<file path="config.mk">
export PLATFORM = sky130hd
export DESIGN_NAME = frhc_hazard_ctrl
export DESIGN_NICKNAME = d
export VERILOG_FILES = /design/src/include/frhc_pkg.sv /design/src/rtl/frhc_hazard_ctrl.sv
export SDC_FILE = /design/constraint.sdc
export NUM_CORES = 1
export LEC_CHECK = 0
export ABC_AREA = 1
export BUFFER_PORTS_ARGS = -buffer_cell sky130_fd_sc_hd__buf_2
export CORE_ASPECT_RATIO = 2
export CORE_MARGIN = 10
export CORE_UTILIZATION = 45
export CTS_BUF_LIST = sky130_fd_sc_hd__clkbuf_8
export CTS_CLUSTER_DIAMETER = 40
export DETAILED_ROUTE_END_ITERATION = 12
export GPL_ROUTABILITY_DRIVEN = 0
export PLACE_DENSITY_LB_ADDON = 0.08
export REMOVE_ABC_BUFFERS = 1
export SYNTH_ARGS = -nofsm -noshare
export SYNTH_HDL_FRONTEND = slang
export SYNTH_SLANG_ARGS = --single-unit
</file>
<file path="constraint.sdc">
create_clock -name clk -period 2.35 [get_ports clk]
set_input_delay 0.235 -clock clk [delete_from_list [all_inputs] [get_ports clk]]
set_output_delay 0.235 -clock clk [all_outputs]
set_load 0.02 [all_outputs]
</file>
<file path="src/include/frhc_pkg.sv">
// Purpose: Shared constants for the fast register hazard control block
// Assumes: 25 MHz clock, eight timing phases t0..t7 per 4 us machine cycle
// Notes: Phase boundaries are derived from the clock rate, not hand counted
package frhc_pkg;
  localparam int CLK_NS = 40;
  localparam int CYCLE_NS = 4000;
  localparam int ACCESS_NS = 1000;
  localparam int PHASES = 8;
  localparam int PHASE_NS = CYCLE_NS / PHASES;
  // Least phase time, rounded up to whole clocks
  localparam int PHASE_CLKS = (PHASE_NS + CLK_NS - 1) / CLK_NS;
  // Phases between two fast register accesses
  localparam int ACCESS_PHASES = ACCESS_NS / PHASE_NS;
  localparam int DIV_W = 4;
  localparam logic [DIV_W-1:0] DIV_LAST = DIV_W'(PHASE_CLKS - 1);
  localparam logic [DIV_W-1:0] DIV_RST = 4'h0;
  localparam logic [2:0] PH_T0 = 3'h0;
  localparam logic [2:0] PH_T1 = 3'h1;
  localparam logic [2:0] PH_T2 = 3'h2;
  localparam logic [2:0] PH_T3 = 3'h3;
  localparam logic [2:0] PH_T4 = 3'h4;
  localparam logic [2:0] PH_T5 = 3'h5;
  localparam logic [2:0] PH_T6 = 3'h6;
  localparam logic [2:0] PH_T7 = 3'h7;
  localparam logic [2:0] PH_STEP = 3'h1;
endpackage

</file>
<file path="src/rtl/frhc_hazard_ctrl.sv">
// Purpose: Fast register conflict detection, operand forwarding and index repeat control
// Assumes: Strobes come from logic on clk; phase events occur on the clock that enters a phase
// Notes: Memory, ending-pulse storage and B-adder live outside; this block only issues pulses
// How it works
// - Fast register slots one microsecond apart
// - Slots: index t3, A t5, result t7, M t1
// - Selector storage holds result address until the next result load
// - Compare stored result address with later addresses
// - Unequal proceeds; equal alters sequencing
// - Checks: n+1 index t7, M t1, n+2 t3, A t5
// - t7 index check uses first instruction register
// - A input: fast register or forwarded result
// - No parity strobe on forwarded operands
// - M unequal: fast register in, parity checked unless A forwarded
// - M equal: result into M input at t7
// - t2 load puts index digits in both registers
// - Modification active: t3,t7 set eq or neq
// - Every index conflict stalls and repeats modification
// - t3 equality flags at t4, pulse at t0
// - Repeat pulse: plus zero, clear call, store, block
// - Block busy at t1, request counter clear
// - No inequality at t1 holds first register
// - Equality flag through t2 blocks t7 inequality
// - Two-back conflict stalls exactly one cycle
// - One-back conflict flags equality at t0
// - One-back conflict repeats, two cycles total
`timescale 1ns/1ps
module frhc_hazard_ctrl
  import frhc_pkg::*;
#(
  parameter int ADDR_W = 7,
  parameter int DATA_W = 12
)(
  // Clock and reset
  input wire logic clk,
  input wire logic srst,
  // Instruction sequencing inputs
  input wire logic instruction_load_strobe,
  input wire logic modify_next_strobe,
  input wire logic [ADDR_W-1:0] index_digits,
  input wire logic [ADDR_W-1:0] a_operand_addr,
  input wire logic [ADDR_W-1:0] m_operand_addr,
  input wire logic m_is_fast_reg,
  input wire logic result_addr_load,
  input wire logic [ADDR_W-1:0] result_addr,
  input wire logic memory_not_busy,
  // Operand data
  input wire logic [DATA_W-1:0] fast_reg_data,
  input wire logic [DATA_W-1:0] arith_result_data,
  // Timing and comparator
  output logic [2:0] phase,
  output logic comparator_equal,
  output logic comparator_unequal,
  // Operand chain
  output logic fast_reg_to_a_input_gate,
  output logic result_to_a_input_gate,
  output logic fast_reg_to_m_input_gate,
  output logic result_to_m_input_gate,
  output logic parity_check_strobe,
  output logic a_forward_select_one,
  output logic a_forward_select_two,
  output logic m_forward_select,
  output logic [DATA_W-1:0] a_input_reg,
  output logic [DATA_W-1:0] m_input_reg,
  // Index modification control
  output logic [ADDR_W-1:0] fast_reg_select,
  output logic modification_active_flag,
  output logic index_equality_flag,
  output logic index_inequality_flag,
  output logic repeat_modification_pulse,
  output logic plus_zero_to_b_adder,
  output logic completing_call_clear,
  output logic ending_storage_set,
  output logic block_not_busy_flag,
  output logic counter_clear_request,
  output logic operand_not_busy_signal,
  output logic hold_first_instruction
);
  import frhc_pkg::*;

  function automatic logic at_ph(input logic t, input logic [2:0] p, input logic [2:0] n);
    return t && (p == n);
  endfunction

  logic [DIV_W-1:0] div_reg;
  logic [2:0] phase_reg;
  logic [ADDR_W-1:0] sel_store_reg;
  logic sel_valid_reg;
  logic [ADDR_W-1:0] first_instruction_register;
  logic [ADDR_W-1:0] cmp_addr;
  logic tick, eq;
  logic [2:0] ph_nx;
  logic at_t0, at_t1, at_t2, at_t3, at_t4, at_t5, at_t7;
  logic a_eq_reg, a_neq_reg, m_eq_reg, m_neq_reg;
  logic t3_eq_reg;
  logic idx_set_eq, idx_set_neq;

  assign tick = (div_reg == DIV_LAST);
  assign ph_nx = phase_reg + PH_STEP;
  assign at_t0 = at_ph(tick, ph_nx, PH_T0);
  assign at_t1 = at_ph(tick, ph_nx, PH_T1);
  assign at_t2 = at_ph(tick, ph_nx, PH_T2);
  assign at_t3 = at_ph(tick, ph_nx, PH_T3);
  assign at_t4 = at_ph(tick, ph_nx, PH_T4);
  assign at_t5 = at_ph(tick, ph_nx, PH_T5);
  assign at_t7 = at_ph(tick, ph_nx, PH_T7);

  // Phase timing: access slots sit every other phase, one microsecond apart
  always_ff @(posedge clk)
  begin
    if (srst)
    begin
      div_reg <= DIV_RST;
      phase_reg <= PH_T0;
    end
    else if (tick)
    begin
      div_reg <= DIV_RST;
      phase_reg <= ph_nx;
    end
    else
      div_reg <= div_reg + 4'h1;
  end
  assign phase = phase_reg;

  // Selector storage keeps the result address until the next result replaces it
  always_ff @(posedge clk)
  begin
    if (srst)
    begin
      sel_store_reg <= '0;
      sel_valid_reg <= 1'b0;
    end
    else if (result_addr_load)
    begin
      sel_store_reg <= result_addr;
      sel_valid_reg <= 1'b1;
    end
  end

  // Index digits go to both registers so modification starts at once
  always_ff @(posedge clk)
  begin
    if (srst)
    begin
      first_instruction_register <= '0;
      fast_reg_select <= '0;
    end
    else if (at_t2 && instruction_load_strobe)
    begin
      first_instruction_register <= index_digits;
      fast_reg_select <= index_digits;
    end
    else if (at_t2 && modify_next_strobe)
      fast_reg_select <= first_instruction_register;
  end

  // Comparator operand picked by the slot being entered
  always_comb
  begin
    unique case (ph_nx)
      PH_T7: cmp_addr = first_instruction_register;
      PH_T1: cmp_addr = m_operand_addr;
      PH_T5: cmp_addr = a_operand_addr;
      default: cmp_addr = fast_reg_select;
    endcase
  end
  assign eq = sel_valid_reg && (cmp_addr == sel_store_reg);

  always_ff @(posedge clk)
  begin
    if (srst)
    begin
      comparator_equal <= 1'b0;
      comparator_unequal <= 1'b0;
    end
    else if (tick)
    begin
      comparator_equal <= eq;
      comparator_unequal <= !eq;
    end
  end

  // Operand pairs: set at their slot, spent at t7 and cleared at t0
  always_ff @(posedge clk)
  begin
    if (srst)
    begin
      a_eq_reg <= 1'b0;
      a_neq_reg <= 1'b0;
      m_eq_reg <= 1'b0;
      m_neq_reg <= 1'b0;
    end
    else
    begin
      if (at_t5)
      begin
        a_eq_reg <= eq;
        a_neq_reg <= !eq;
      end
      else if (at_t0)
      begin
        a_eq_reg <= 1'b0;
        a_neq_reg <= 1'b0;
      end
      if (at_t1 && m_is_fast_reg)
      begin
        m_eq_reg <= eq;
        m_neq_reg <= !eq;
      end
      else if (at_t0)
      begin
        m_eq_reg <= 1'b0;
        m_neq_reg <= 1'b0;
      end
    end
  end
  assign a_forward_select_one = a_eq_reg;
  assign a_forward_select_two = a_eq_reg;
  assign m_forward_select = m_eq_reg;

  // Forwarding costs no time; parity is only meaningful on fast register reads
  always_ff @(posedge clk)
  begin
    if (srst)
    begin
      fast_reg_to_a_input_gate <= 1'b0;
      result_to_a_input_gate <= 1'b0;
      fast_reg_to_m_input_gate <= 1'b0;
      result_to_m_input_gate <= 1'b0;
      parity_check_strobe <= 1'b0;
      a_input_reg <= '0;
      m_input_reg <= '0;
    end
    else
    begin
      fast_reg_to_a_input_gate <= at_t7 && a_neq_reg;
      result_to_a_input_gate <= at_t7 && a_eq_reg;
      fast_reg_to_m_input_gate <= at_t7 && m_neq_reg;
      result_to_m_input_gate <= at_t7 && m_eq_reg;
      parity_check_strobe <= at_t7 && (a_neq_reg || m_neq_reg) && !a_eq_reg && !m_eq_reg;
      if (at_t7 && (a_eq_reg || a_neq_reg))
        a_input_reg <= a_eq_reg ? arith_result_data : fast_reg_data;
      if (at_t7 && (m_eq_reg || m_neq_reg))
        m_input_reg <= m_eq_reg ? arith_result_data : fast_reg_data;
    end
  end

  // Index comparisons; the t7 one is ignored while an equality is still standing
  // The flag is still high on the t3 tick, so only the t7 compare may look at it
  assign idx_set_neq = modification_active_flag && !eq
                       && (at_t3 || (at_t7 && !index_equality_flag));
  assign idx_set_eq = (t3_eq_reg && at_t4) || (modification_active_flag && eq && at_t7
                       && !index_equality_flag);

  always_ff @(posedge clk)
  begin
    if (srst)
      modification_active_flag <= 1'b0;
    else if (at_t2 && (instruction_load_strobe || modify_next_strobe))
      modification_active_flag <= 1'b1;
    else if (at_t0)
      modification_active_flag <= 1'b0;
  end

  // t3 equality waits one phase so the flag rises at t4
  always_ff @(posedge clk)
  begin
    if (srst)
      t3_eq_reg <= 1'b0;
    else if (at_t3)
      t3_eq_reg <= modification_active_flag && eq;
    else if (at_t4)
      t3_eq_reg <= 1'b0;
  end

  // The t7 equality is held in a pending bit and shown from t0
  logic t7_eq_reg;
  always_ff @(posedge clk)
  begin
    if (srst)
      t7_eq_reg <= 1'b0;
    else if (at_t7)
      t7_eq_reg <= idx_set_eq && !t3_eq_reg;
    else if (at_t0)
      t7_eq_reg <= 1'b0;
  end

  always_ff @(posedge clk)
  begin
    if (srst)
    begin
      index_equality_flag <= 1'b0;
      index_inequality_flag <= 1'b0;
    end
    else
    begin
      if (at_t4 && t3_eq_reg)
        index_equality_flag <= 1'b1;
      else if (at_t0 && t7_eq_reg)
        index_equality_flag <= 1'b1;
      else if (at_t3)
        index_equality_flag <= 1'b0;
      if (idx_set_neq)
        index_inequality_flag <= 1'b1;
      else if (at_t2 || (at_t4 && t3_eq_reg) || (at_t0 && t7_eq_reg))
        index_inequality_flag <= 1'b0;
    end
  end

  // Repeat pulse from standing equality at t0; it always costs a cycle
  always_ff @(posedge clk)
  begin
    if (srst)
    begin
      repeat_modification_pulse <= 1'b0;
      plus_zero_to_b_adder <= 1'b0;
      completing_call_clear <= 1'b0;
      ending_storage_set <= 1'b0;
    end
    else
    begin
      repeat_modification_pulse <= at_t0 && (index_equality_flag || t7_eq_reg);
      plus_zero_to_b_adder <= at_t0 && (index_equality_flag || t7_eq_reg);
      completing_call_clear <= at_t0 && (index_equality_flag || t7_eq_reg);
      ending_storage_set <= at_t0 && (index_equality_flag || t7_eq_reg);
    end
  end

  // Block-not-busy discards the wrongly modified operand call
  always_ff @(posedge clk)
  begin
    if (srst)
    begin
      block_not_busy_flag <= 1'b0;
      counter_clear_request <= 1'b0;
      operand_not_busy_signal <= 1'b0;
      hold_first_instruction <= 1'b0;
    end
    else
    begin
      if (repeat_modification_pulse)
        block_not_busy_flag <= 1'b1;
      else if (at_t2)
        block_not_busy_flag <= 1'b0;
      operand_not_busy_signal <= at_t1 && memory_not_busy && !block_not_busy_flag;
      counter_clear_request <= at_t1 && block_not_busy_flag;
      if (at_t1)
        hold_first_instruction <= !index_inequality_flag;
    end
  end

  // Checks
  property p_fwd_no_parity;
    @(posedge clk) disable iff (srst)
      (result_to_a_input_gate || result_to_m_input_gate) |-> !parity_check_strobe;
  endproperty
  a_fwd_no_parity: assert property (p_fwd_no_parity) else $error("parity strobe on forward");

  property p_a_gate_excl;
    @(posedge clk) disable iff (srst) !(fast_reg_to_a_input_gate && result_to_a_input_gate);
  endproperty
  a_a_gate_excl: assert property (p_a_gate_excl) else $error("both A gates");

  property p_a_fwd_data;
    @(posedge clk) disable iff (srst)
      (at_t7 && a_eq_reg) |=> (result_to_a_input_gate && a_input_reg == $past(arith_result_data));
  endproperty
  a_a_fwd_data: assert property (p_a_fwd_data) else $error("A forward wrong");

  property p_m_fast;
    @(posedge clk) disable iff (srst)
      // One strobe serves both inputs, so a forwarded A operand withholds it
      (at_t7 && m_neq_reg) |=> (fast_reg_to_m_input_gate && (parity_check_strobe || result_to_a_input_gate));
  endproperty
  a_m_fast: assert property (p_m_fast) else $error("M fast path wrong");

  property p_m_fwd;
    @(posedge clk) disable iff (srst)
      (at_t7 && m_eq_reg) |=> (result_to_m_input_gate && m_input_reg == $past(arith_result_data));
  endproperty
  a_m_fwd: assert property (p_m_fwd) else $error("M forward wrong");

  property p_idx_excl;
    @(posedge clk) disable iff (srst) !(idx_set_eq && idx_set_neq);
  endproperty
  a_idx_excl: assert property (p_idx_excl) else $error("index eq and neq together");

  property p_repeat_effects;
    @(posedge clk) disable iff (srst)
      repeat_modification_pulse |-> (plus_zero_to_b_adder && completing_call_clear && ending_storage_set)
      ##1 block_not_busy_flag;
  endproperty
  a_repeat_effects: assert property (p_repeat_effects) else $error("repeat pulse effects missing");

  property p_block;
    @(posedge clk) disable iff (srst) block_not_busy_flag |=> !operand_not_busy_signal;
  endproperty
  a_block: assert property (p_block) else $error("not-busy passed while blocked");

  property p_t3_flag;
    // Written on the t4 tick, 13 clocks on, and seen in the sample after that
    @(posedge clk) disable iff (srst) (at_t3 && modification_active_flag && eq) |-> ##14 $rose(index_equality_flag);
  endproperty
  a_t3_flag: assert property (p_t3_flag) else $error("t3 equality not flagged");

  property p_phase_step;
    @(posedge clk) disable iff (srst) tick |=> (phase_reg == $past(ph_nx));
  endproperty
  a_phase_step: assert property (p_phase_step) else $error("phase did not advance");
endmodule

</file>
Word-level counts from Yosys, hierarchy flattened
Index checks and enable logic that the tools add are counted.
{"block": "word_totals", "register_bits": 74}
{"block": "op_classes", "n_reduce_logical": 61, "n_mux": 21, "addsub": 2, "n_eq_ne": 8}
{"cell": "logical AND 1 bit", "count": 34}
{"cell": "two-way mux 12 bit", "count": 2}
{"cell": "case mux 7 bit (3 select lines)", "count": 1}
{"cell": "two-way mux 1 bit", "count": 16}
{"cell": "nonzero test 2 bit", "count": 8}
{"cell": "two-way mux 7 bit", "count": 2}
{"cell": "equality test 3 bit, second input constant", "count": 3}
{"cell": "logical OR 1 bit", "count": 9}
{"cell": "equality test 7 bit", "count": 1}
{"cell": "zero test 1 bit", "count": 7}
{"cell": "equality test 3 x 2 -> 1 bit, second input constant", "count": 2}
{"cell": "adder 4 x 1 -> 4 bit, second input constant", "count": 1}
{"cell": "equality test 4 bit, second input constant", "count": 1}
{"cell": "adder 3 x 1 -> 3 bit, second input constant", "count": 1}
{"cell": "equality test 3 x 1 -> 1 bit, second input constant", "count": 1}
{"cell": "zero test 3 bit", "count": 1}
{"cell": "nonzero test 3 bit", "count": 1}
{"cell": "OR reduction 2 bit", "count": 1}

Longest topological paths before layout
Gate-level depths: netlist (run 1).
{"block": "logic_depth", "ltp_word": 11, "mapped_depth": 17}

Least setup slack after synthesis (run 1)
No wires, ideal clock.
{"block": "synth_timing", "path_kind": "flip-flop to flip-flop", "startpoint": "reg phase_reg[0], in the netlist phase[0]", "endpoint": "reg a_neq_reg", "stages_incl_launch_ff": 15, "slack_ns": 0.279, "path_buffers": 1, "arrival_ns": 1.939, "required_time_ns": 2.218, "path_cell_list": "dfxtp_1 inv_1 ha_1 buf_2 nand3_4 nand2_4 or2_1 nand3_1 nand2_1 nor2_1 nand2_1 nor2_4 inv_2 nand2_1 a21oi_1"}
{"block": "synth_between", "elab_chain_cells": 7, "word_cells_on_any_way": 13, "cone_classes": "1 x add/sub; 4 x eq/ne; 2 x mux; 6 x reduce/logical"}
{"item": "start, declared", "line_no": "frhc_hazard_ctrl.sv:86", "text": "logic [2:0] phase_reg;"}
{"item": "start signal, assigned", "line_no": "frhc_hazard_ctrl.sv:119", "text": "phase_reg <= ph_nx;"}
{"item": "adder 3 x 1 -> 3 bit *", "line_no": "frhc_hazard_ctrl.sv:99", "text": "assign ph_nx = phase_reg + PH_STEP;"}
{"item": "named net ph_nx[0]", "line_no": "frhc_hazard_ctrl.sv:92", "text": "logic [2:0] ph_nx;"}
{"item": "equality test 3 bit, or another cell as far along", "line_no": "frhc_hazard_ctrl.sv:82, frhc_hazard_ctrl.sv:161"}
{"item": "case mux 7 bit (3 select lines)", "line_no": "frhc_hazard_ctrl.sv:161", "text": "unique case (ph_nx)"}
{"item": "equality test 7 bit", "line_no": "frhc_hazard_ctrl.sv:168", "text": "assign eq = sel_valid_reg && (cmp_addr == sel_store_reg);"}
{"item": "logical AND 1 bit", "line_no": "frhc_hazard_ctrl.sv:168"}
{"item": "zero test 1 bit", "line_no": "frhc_hazard_ctrl.sv:199", "text": "a_neq_reg <= !eq;"}
{"item": "two-way mux 1 bit", "line_no": "frhc_hazard_ctrl.sv:196", "text": "if (at_t5)"}
{"item": "end signal, assigned", "line_no": "frhc_hazard_ctrl.sv:199"}
{"item": "end, declared", "line_no": "frhc_hazard_ctrl.sv:94", "text": "logic a_eq_reg, a_neq_reg, m_eq_reg, m_neq_reg;"}
The timed path passes the listed nets; every way through them passes the cells marked *.
A chain may end at the register's enable or synchronous reset.

Final worst setup path (run 1)
{"block": "layout_timing", "startpoint": "reg phase_reg[1], in the netlist phase[1]", "endpoint": "reg comparator_unequal"}
{"block": "layout_between", "elab_chain_cells": 6, "word_cells_on_any_way": 8, "cone_classes": "1 x add/sub; 4 x eq/ne; 1 x mux; 2 x reduce/logical"}
{"item": "adder 3 x 1 -> 3 bit *", "line_no": "frhc_hazard_ctrl.sv:99"}
{"item": "equality test 3 bit / equality test 3 x 1 -> 1 bit (equally long branches)", "line_no": "frhc_hazard_ctrl.sv:161"}
{"item": "case mux 7 bit (3 select lines) *", "line_no": "frhc_hazard_ctrl.sv:161"}
{"item": "equality test 7 bit *", "line_no": "frhc_hazard_ctrl.sv:168"}
{"item": "logical AND 1 bit *", "line_no": "frhc_hazard_ctrl.sv:168"}
{"item": "zero test 1 bit *", "line_no": "frhc_hazard_ctrl.sv:180", "text": "comparator_unequal <= !eq;"}
{"item": "end signal, assigned", "line_no": "frhc_hazard_ctrl.sv:180"}
{"item": "end, declared", "line_no": "frhc_hazard_ctrl.sv:53", "text": "output logic comparator_unequal,"}
Mark *: on every way between the ends. The rest lies on a longest branch, timed or not.

==> results of run 1 <==
==> through the flow <==
step                cell area [um^2]  setup slack [ns]
finish                          4540             0.144
floorplan                       3450             0.209
detailed placement              4220           -0.0481
global placement                4220          0.000241
CTS                             4410           0.00549
global route                    4540            0.0197
==> layout by cell type, fill, tap and decap left out, drive strengths merged, types with 11 or more instances in the layout <==
master and instances:
nand4 16, buf 132, a21oi 21, dfxtp 74, nand2 76, nor2 54
a211oi 49, nand3 37, inv 78, o21ai 24, clkbuf 11
==> per-layer routing <==
| layer | global-route usage [%] | wire, um | part of all wire (%) | up-vias |
|---|---|---|---|---|
| met5 | 0 | 0 | 0 | - |
| met4 | 7.71 | 273 | 2.5 | 0 |
| met3 | 4.90 | 558 | 5.1 | 18 |
| met2 | 32.4 | 6030 | 55 | 105 |
| met1 | 17.5 | 4090 | 37 | 1625 |
| li1 | - | - | - | 1827 |
==> critical path: stages (launching register included) <==
cell	delay, ns
dfxtp_2	0.39
inv_1	0.11
ha_1	0.21
inv_2	0.14
nand2_8	0.10
buf_4	0.15
or2_1	0.20
nand3_1	0.08
nand2_1	0.05
nor2_1	0.15
nand2_1	0.11
nor2_4	0.19
inv_4	0.07
nand2_1	0.06
a21oi_1	0.06
==> final cells by class <==
cell class | count | area, um^2
fillers | 778 | 3350
repair buffers | 132 | 708
multi-input cells | 304 | 1740
clock buffers | 11 | 151
well taps | 96 | 120
clock inverters | 4 | 27.5
flip-flops and latches | 74 | 1490
inverters | 79 | 303
==> power groups by stage <==
stage	registers [mW]	logic, mW	clock network [mW]
finish	1.27	0.156	0.905
global route	1.28	0.181	0.986
CTS	1.28	0.157	0.933
detailed placement	1.31	0.156	0
global placement	1.31	0.154	0
floorplan	1.30	0.0698	0
==> logic make-up (layout without fill, tap and decap cells) <==
group	after synthesis	count (layout)	share of synthesized area, %
simple gates	189	190	24.1
flops	74	74	41.2
mux	7	7	1.95
compound gates	97	97	17.3
fa+ha+maj	8	8	2.78
buf+inv	109	226	12.3
xor+xnor	2	2	0.487
==> final timing paths <==
kind                                        from  cells after the start  slack, ns            endpoint
worst max register to register          phase[1]                     14       0.14  comparator_unequal
worst max-delay path                    phase[1]                     14       0.14  comparator_unequal
worst min register to register   a_input_reg[10]                      2       0.46     a_input_reg[10]
worst min-delay path            result_addr_load                      3        0.1       sel_valid_reg
==> timing repair <==
item,4_1_cts,5_1_grt
resized for setup,3,14
gates cloned,0,1
setup endpoints to repair,5,24
pin swaps,0,5
buffers inserted,0,9
==> run_summary.xml, run 1 <==
<?xml version="1.0" encoding="UTF-8"?>
<metrics>
  <group name="outcome">
    <metric name="status" unit="">complete, no violations</metric>
  </group>
  <group name="power">
    <metric name="vdd_drop_max" unit="uV">410</metric>
    <metric name="power_density_normalized_to_cell_area" unit="nW/um^2">515</metric>
    <metric name="internal_power" unit="mW">1.77</metric>
    <metric name="power.share.sequential" unit="%">54.6</metric>
    <metric name="leakage_component_of_the_power" unit="nW">2.20</metric>
    <metric name="total_power" unit="mW">2.34</metric>
    <metric name="power.combinational.fraction" unit="%">6.7</metric>
    <metric name="clock_power_share" unit="%">38.7</metric>
    <metric name="p_sw_share" unit="%">24.5</metric>
    <metric name="total_switching_power" unit="mW">0.572</metric>
  </group>
  <group name="yosys">
    <metric name="post_synth_main_area_contributors" unit="">dfxtp_1, a211oi_1, inv_1</metric>
    <metric name="async_flop_share" unit="%">0</metric>
    <metric name="synth.distinct_cells" unit="">32</metric>
    <metric name="synth_largest_area_cell" unit="">dfxtp_1</metric>
    <metric name="syn_avg_cell_area" unit="um^2">7.41</metric>
    <metric name="postSynthCellCount" unit="">486</metric>
    <metric name="sequential_to_total_area_share_from_yosys_stat" unit="%">41.2</metric>
    <metric name="synth_warnings" unit="">0</metric>
    <metric name="synth_seq_cells" unit="">74</metric>
    <metric name="synth_largest_type_area_fraction" unit="%">41.2</metric>
    <metric name="synth.cell_area" unit="um^2">3600</metric>
    <metric name="ys_dominant_reg_cell" unit="">dfxtp_1</metric>
    <metric name="yosysMostFrequentCell" unit="">dfxtp_1</metric>
    <metric name="synth-edff-count" unit="">0</metric>
    <metric name="post_synth_most_frequent_cells" unit="">dfxtp_1, inv_1, nand2_1, nor2_1, a211oi_1</metric>
  </group>
  <group name="clock_network">
    <metric name="clock_root_buffer" unit="">clkbuf_8</metric>
    <metric name="cts_buffers" unit="">9</metric>
    <metric name="cts_htree_levels" unit="">3</metric>
    <metric name="tritoncts" unit="">yes</metric>
    <metric name="cts_hold_buf" unit="">0</metric>
    <metric name="clkSinkCount" unit="">74</metric>
    <metric name="cts.clk_slew.worst_paths" unit="ns">0.08</metric>
    <metric name="max-clock-path-buffers" unit="">2</metric>
    <metric name="clkLatencyLatePin" unit="ns">0.35</metric>
  </group>
  <group name="sta">
    <metric name="final_max_slew_viol_count" unit="">0</metric>
    <metric name="setup_viol" unit="">0</metric>
    <metric name="max_freq" unit="MHz">453</metric>
    <metric name="finalHoldWorstSlack" unit="ns">0.0997</metric>
    <metric name="relSlewSlack" unit="%">28.2</metric>
    <metric name="min_period" unit="ns">2.21</metric>
    <metric name="clock_skew" unit="ns">0.0106</metric>
    <metric name="worst_slew_pin_slew" unit="ns">1.08</metric>
    <metric name="report.final.hold_viol_count" unit="">0</metric>
    <metric name="min_period_over_period" unit="%">93.9</metric>
    <metric name="setup-tns-final" unit="ns">0</metric>
    <metric name="rsz0062_at_grt" unit="">no</metric>
  </group>
  <group name="layout">
    <metric name="utilization" unit="%">57.6</metric>
    <metric name="num-nets-final" unit="">667</metric>
    <metric name="layout.cells.non_filler" unit="">700</metric>
    <metric name="num_antenna_cells" unit="">0</metric>
    <metric name="fraction_of_final_layout_cells_with_drive_strength_greater_than_1" unit="%">29.5</metric>
    <metric name="area_delta_synth_final" unit="%">26.1</metric>
  </group>
  <group name="drt">
    <metric name="routed_via_density" unit="">5.11</metric>
    <metric name="initialDrtViolationCount" unit="">155</metric>
    <metric name="post_drt_wl_per_cell" unit="um">15.6</metric>
    <metric name="detailroute.via_count" unit="">3575</metric>
    <metric name="route.detailed.drc" unit="">0</metric>
    <metric name="wirelength" unit="mm">10.9</metric>
    <metric name="drt-pass1-iter-count" unit="">4</metric>
    <metric name="remaining_antenna_violation_count_after_routing" unit="">0</metric>
  </group>
  <group name="global_route">
    <metric name="grt_usage" unit="%">17.5</metric>
    <metric name="grt_pass1_vias" unit="">3632</metric>
    <metric name="antenna_found_initial" unit="">0</metric>
    <metric name="overflow" unit="">0</metric>
    <metric name="grt_start_max_net_pins" unit="">48</metric>
    <metric name="grt_pass1_wl" unit="mm">17.7</metric>
  </group>
  <group name="setup_path">
    <metric name="worst-path-max-fanout" unit="">7</metric>
    <metric name="arrival" unit="ns">2.42</metric>
    <metric name="worstSetupPathType" unit="">reg2reg</metric>
    <metric name="end_kind" unit="">flip-flop</metric>
    <metric name="critPathLaunchType" unit="">flip-flop</metric>
    <metric name="crit_required" unit="ns">2.56</metric>
  </group>
  <group name="job">
    <metric name="max_cap_violations" unit="">0</metric>
  </group>
  <group name="floorplanning">
    <metric name="boundaryPins" unit="">114</metric>
    <metric name="die_area" unit="um^2">12200</metric>
    <metric name="initial_utilization" unit="%">45.7</metric>
    <metric name="floorplan.die.height" unit="um">146</metric>
    <metric name="die_w" unit="um">83.2</metric>
    <metric name="fp.coreArea" unit="um^2">7890</metric>
    <metric name="core.rowCount" unit="">46</metric>
  </group>
  <group name="place">
    <metric name="port_buffers" unit="">113</metric>
    <metric name="hpwlAfterDp" unit="mm">8.26</metric>
    <metric name="post_place_cells" unit="">675</metric>
  </group>
  <group name="min_path">
    <metric name="hold_crit_path_type" unit="">in2reg</metric>
  </group>
</metrics>
Power figures use the tool's default switching activity.
==> run 2, diff against run 1 <==
CORE_MARGIN = not set   (was 10)
TNS_END_PERCENT = 20   (was not set)
==> run_summary.xml, run 2 (synthesized netlist as in run 1, its figures left out) <==
<?xml version="1.0" encoding="UTF-8"?>
<metrics>
  <group name="outcome">
    <metric name="status" unit="">complete, no violations</metric>
  </group>
  <group name="global_route">
    <metric name="overflow" unit="">0</metric>
    <metric name="grt_start_max_net_pins" unit="">48</metric>
    <metric name="grt_pass1_wl" unit="mm">15.5</metric>
    <metric name="antenna_found_initial" unit="">0</metric>
    <metric name="grt_usage" unit="%">24.2</metric>
    <metric name="grt_pass1_vias" unit="">3393</metric>
  </group>
  <group name="setup_path">
    <metric name="worstSetupPathType" unit="">reg2reg</metric>
    <metric name="slowest_stage" unit="">dfxtp_2</metric>
    <metric name="rrSetupSlack" unit="ns">0.15</metric>
    <metric name="crit_required" unit="ns">2.56</metric>
    <metric name="cp_cell_sequence" unit="">ha_2 -&gt; inv_2 -&gt; nand2_8 -&gt; nand3_4 -&gt; nand2_8 -&gt; clkinvlp_4 -&gt; buf_4 -&gt; nand2_1 -&gt; nand3_1 -&gt; nand2_1 -&gt; nor2_1 -&gt; nand2_1 -&gt; nor2_4 -&gt; inv_2 -&gt; nand2_1 -&gt; a21oi_1</metric>
    <metric name="cp_num_buf_inv" unit="">4</metric>
    <metric name="critical_path.max_stage_delay" unit="ns">0.35</metric>
    <metric name="end_kind" unit="">flip-flop</metric>
    <metric name="worst-path-max-fanout" unit="">16</metric>
    <metric name="worst_path_dominant_cell_family" unit="">simple AND/OR/NAND/NOR gates</metric>
    <metric name="critical_path.most_common_cell" unit="">nand2_1</metric>
    <metric name="critPathLaunchType" unit="">flip-flop</metric>
    <metric name="arrival" unit="ns">2.41</metric>
  </group>
  <group name="clock_network">
    <metric name="clock_root_buffer" unit="">clkbuf_8</metric>
    <metric name="max-clock-path-buffers" unit="">2</metric>
    <metric name="clkLatencyLatePin" unit="ns">0.35</metric>
    <metric name="cts.clk_slew.worst_paths" unit="ns">0.08</metric>
    <metric name="clkSinkCount" unit="">74</metric>
    <metric name="tritoncts" unit="">yes</metric>
    <metric name="cts_hold_buf" unit="">0</metric>
    <metric name="cts_buffers" unit="">9</metric>
    <metric name="cts_htree_levels" unit="">3</metric>
  </group>
  <group name="sta">
    <metric name="relSlewSlack" unit="%">32.9</metric>
    <metric name="report.final.hold_viol_count" unit="">0</metric>
    <metric name="final.setup.worst_slack" unit="ns">0.151</metric>
    <metric name="setup_viol" unit="">0</metric>
    <metric name="min_period" unit="ns">2.20</metric>
    <metric name="worst_slew_pin_slew" unit="ns">1.01</metric>
    <metric name="max_freq" unit="MHz">455</metric>
    <metric name="rsz0062_at_grt" unit="">no</metric>
    <metric name="final_max_slew_viol_count" unit="">0</metric>
    <metric name="clock_skew" unit="ns">0.0104</metric>
    <metric name="min_period_over_period" unit="%">93.6</metric>
  </group>
  <group name="place">
    <metric name="dp_slack" unit="ns">-0.0173</metric>
    <metric name="post_place_cells" unit="">672</metric>
    <metric name="port_buffers" unit="">113</metric>
    <metric name="postPlaceCellArea" unit="um^2">4210</metric>
    <metric name="hpwlAfterDp" unit="mm">7.11</metric>
  </group>
  <group name="layout">
    <metric name="mostFrequentLayoutCells" unit="">buf_2, inv_1, dfxtp_1</metric>
    <metric name="area_delta_synth_final" unit="%">24.0</metric>
    <metric name="num_antenna_cells" unit="">0</metric>
    <metric name="num-nets-final" unit="">658</metric>
    <metric name="fraction_of_final_layout_cells_with_drive_strength_greater_than_1" unit="%">27.2</metric>
    <metric name="utilization" unit="%">58.3</metric>
    <metric name="layout.cells.non_filler" unit="">690</metric>
    <metric name="mostFrequentLayoutCell" unit="">buf_2</metric>
    <metric name="stdcell_area" unit="um^2">4460</metric>
  </group>
  <group name="floorplanning">
    <metric name="floorplan.die.height" unit="um">128</metric>
    <metric name="fp.coreArea" unit="um^2">7660</metric>
    <metric name="die_area" unit="um^2">8380</metric>
    <metric name="die_w" unit="um">65.2</metric>
    <metric name="boundaryPins" unit="">114</metric>
    <metric name="core.rowCount" unit="">45</metric>
    <metric name="initial_utilization" unit="%">47.0</metric>
  </group>
  <group name="drt">
    <metric name="dr_wl_met2" unit="mm">5.31</metric>
    <metric name="post_drt_wl_per_cell" unit="um">14.0</metric>
    <metric name="initialDrtViolationCount" unit="">145</metric>
    <metric name="drt-pass1-iter-count" unit="">5</metric>
    <metric name="routed_via_density" unit="">5.19</metric>
    <metric name="met1Wirelength" unit="mm">3.67</metric>
    <metric name="dr_wl_met3" unit="um">435</metric>
    <metric name="remaining_antenna_violation_count_after_routing" unit="">0</metric>
    <metric name="highest_layer" unit="">met4</metric>
    <metric name="detailroute.via_count" unit="">3578</metric>
    <metric name="route.detailed.drc" unit="">0</metric>
    <metric name="wirelength" unit="mm">9.66</metric>
  </group>
  <group name="job">
    <metric name="max_cap_violations" unit="">0</metric>
  </group>
  <group name="power">
    <metric name="power_density_normalized_to_cell_area" unit="nW/um^2">548</metric>
    <metric name="vdd_drop_max" unit="uV">390</metric>
    <metric name="leakage_component_of_the_power" unit="nW">2.18</metric>
  </group>
  <group name="min_path">
    <metric name="hold_crit_path_type" unit="">in2reg</metric>
  </group>
</metrics>
## run 2: changes by cell type in the layout (fill, tap and decap cells not counted), moves of 2 or more
cell     change
nand2_2      -2
ha_1         +2
buf_4        -8
nand2_1      +2
inv_1        +3
## run 2: metrics by stage
stage	TNS (ns)	power, mW	hold slack, ns
4_1_cts	0	2.48	0.0892
6_report	0	2.45	0.103
5_1_grt	0	2.55	0.121
2_1_floorplan	0	1.37	0.304
3_5_place_dp	-0.0468	1.46	0.448
3_3_place_gp	0	1.46	0.444
## run 2: layout make-up
cell class / instances / area [um^2]
fillers: 800 / 3190
well taps: 94 / 118
repair buffers: 124 / 648
flip-flops and latches: 74 / 1480
multi-input cells: 303 / 1710
clock inverters: 5 / 53.8
inverters: 79 / 300
clock buffers: 11 / 151
## run 2: routing by layer
| layer | vias to the layer above | global-route usage, % |
|---|---|---|
| met2 | 107 | 44.8 |
| met4 | 0 | 12.3 |
| met5 | - | 0 |
| met1 | 1645 | 24.2 |
| met3 | 15 | 5.76 |
| li1 | 1811 | - |
## run 2: path summary, 6_finish.rpt
kind | from | end | cells past startpoint
max reg2reg | phase[0] | comparator_unequal | 16
min reg2reg | a_input_reg[11] | a_input_reg[11] | 2
max | phase[0] | comparator_unequal | 16
min | result_addr_load | sel_valid_reg | 3
## run 2: power by group
part / total [mW] / switching [mW] / internal, mW / leakage (nW)
Combinational: 0.157 / 0.0907 / 0.0659 / 1.48
Sequential: 1.28 / 0.00978 / 1.27 / 0.600
Clock: 1.01 / 0.471 / 0.543 / 0.103
## run 2: what timing repair did
item	in CTS	in global routing
endpoints found under the setup margin	4	23
endpoints found under the hold margin	0	0
pin swaps	0	1
setup buffers	1	1
resized for setup	2	5
## run 2: worst min-delay path, cell delays in order
cell and delay [ns]:
buf_2 0.09, nor2_1 0.03, nor2_1 0.07
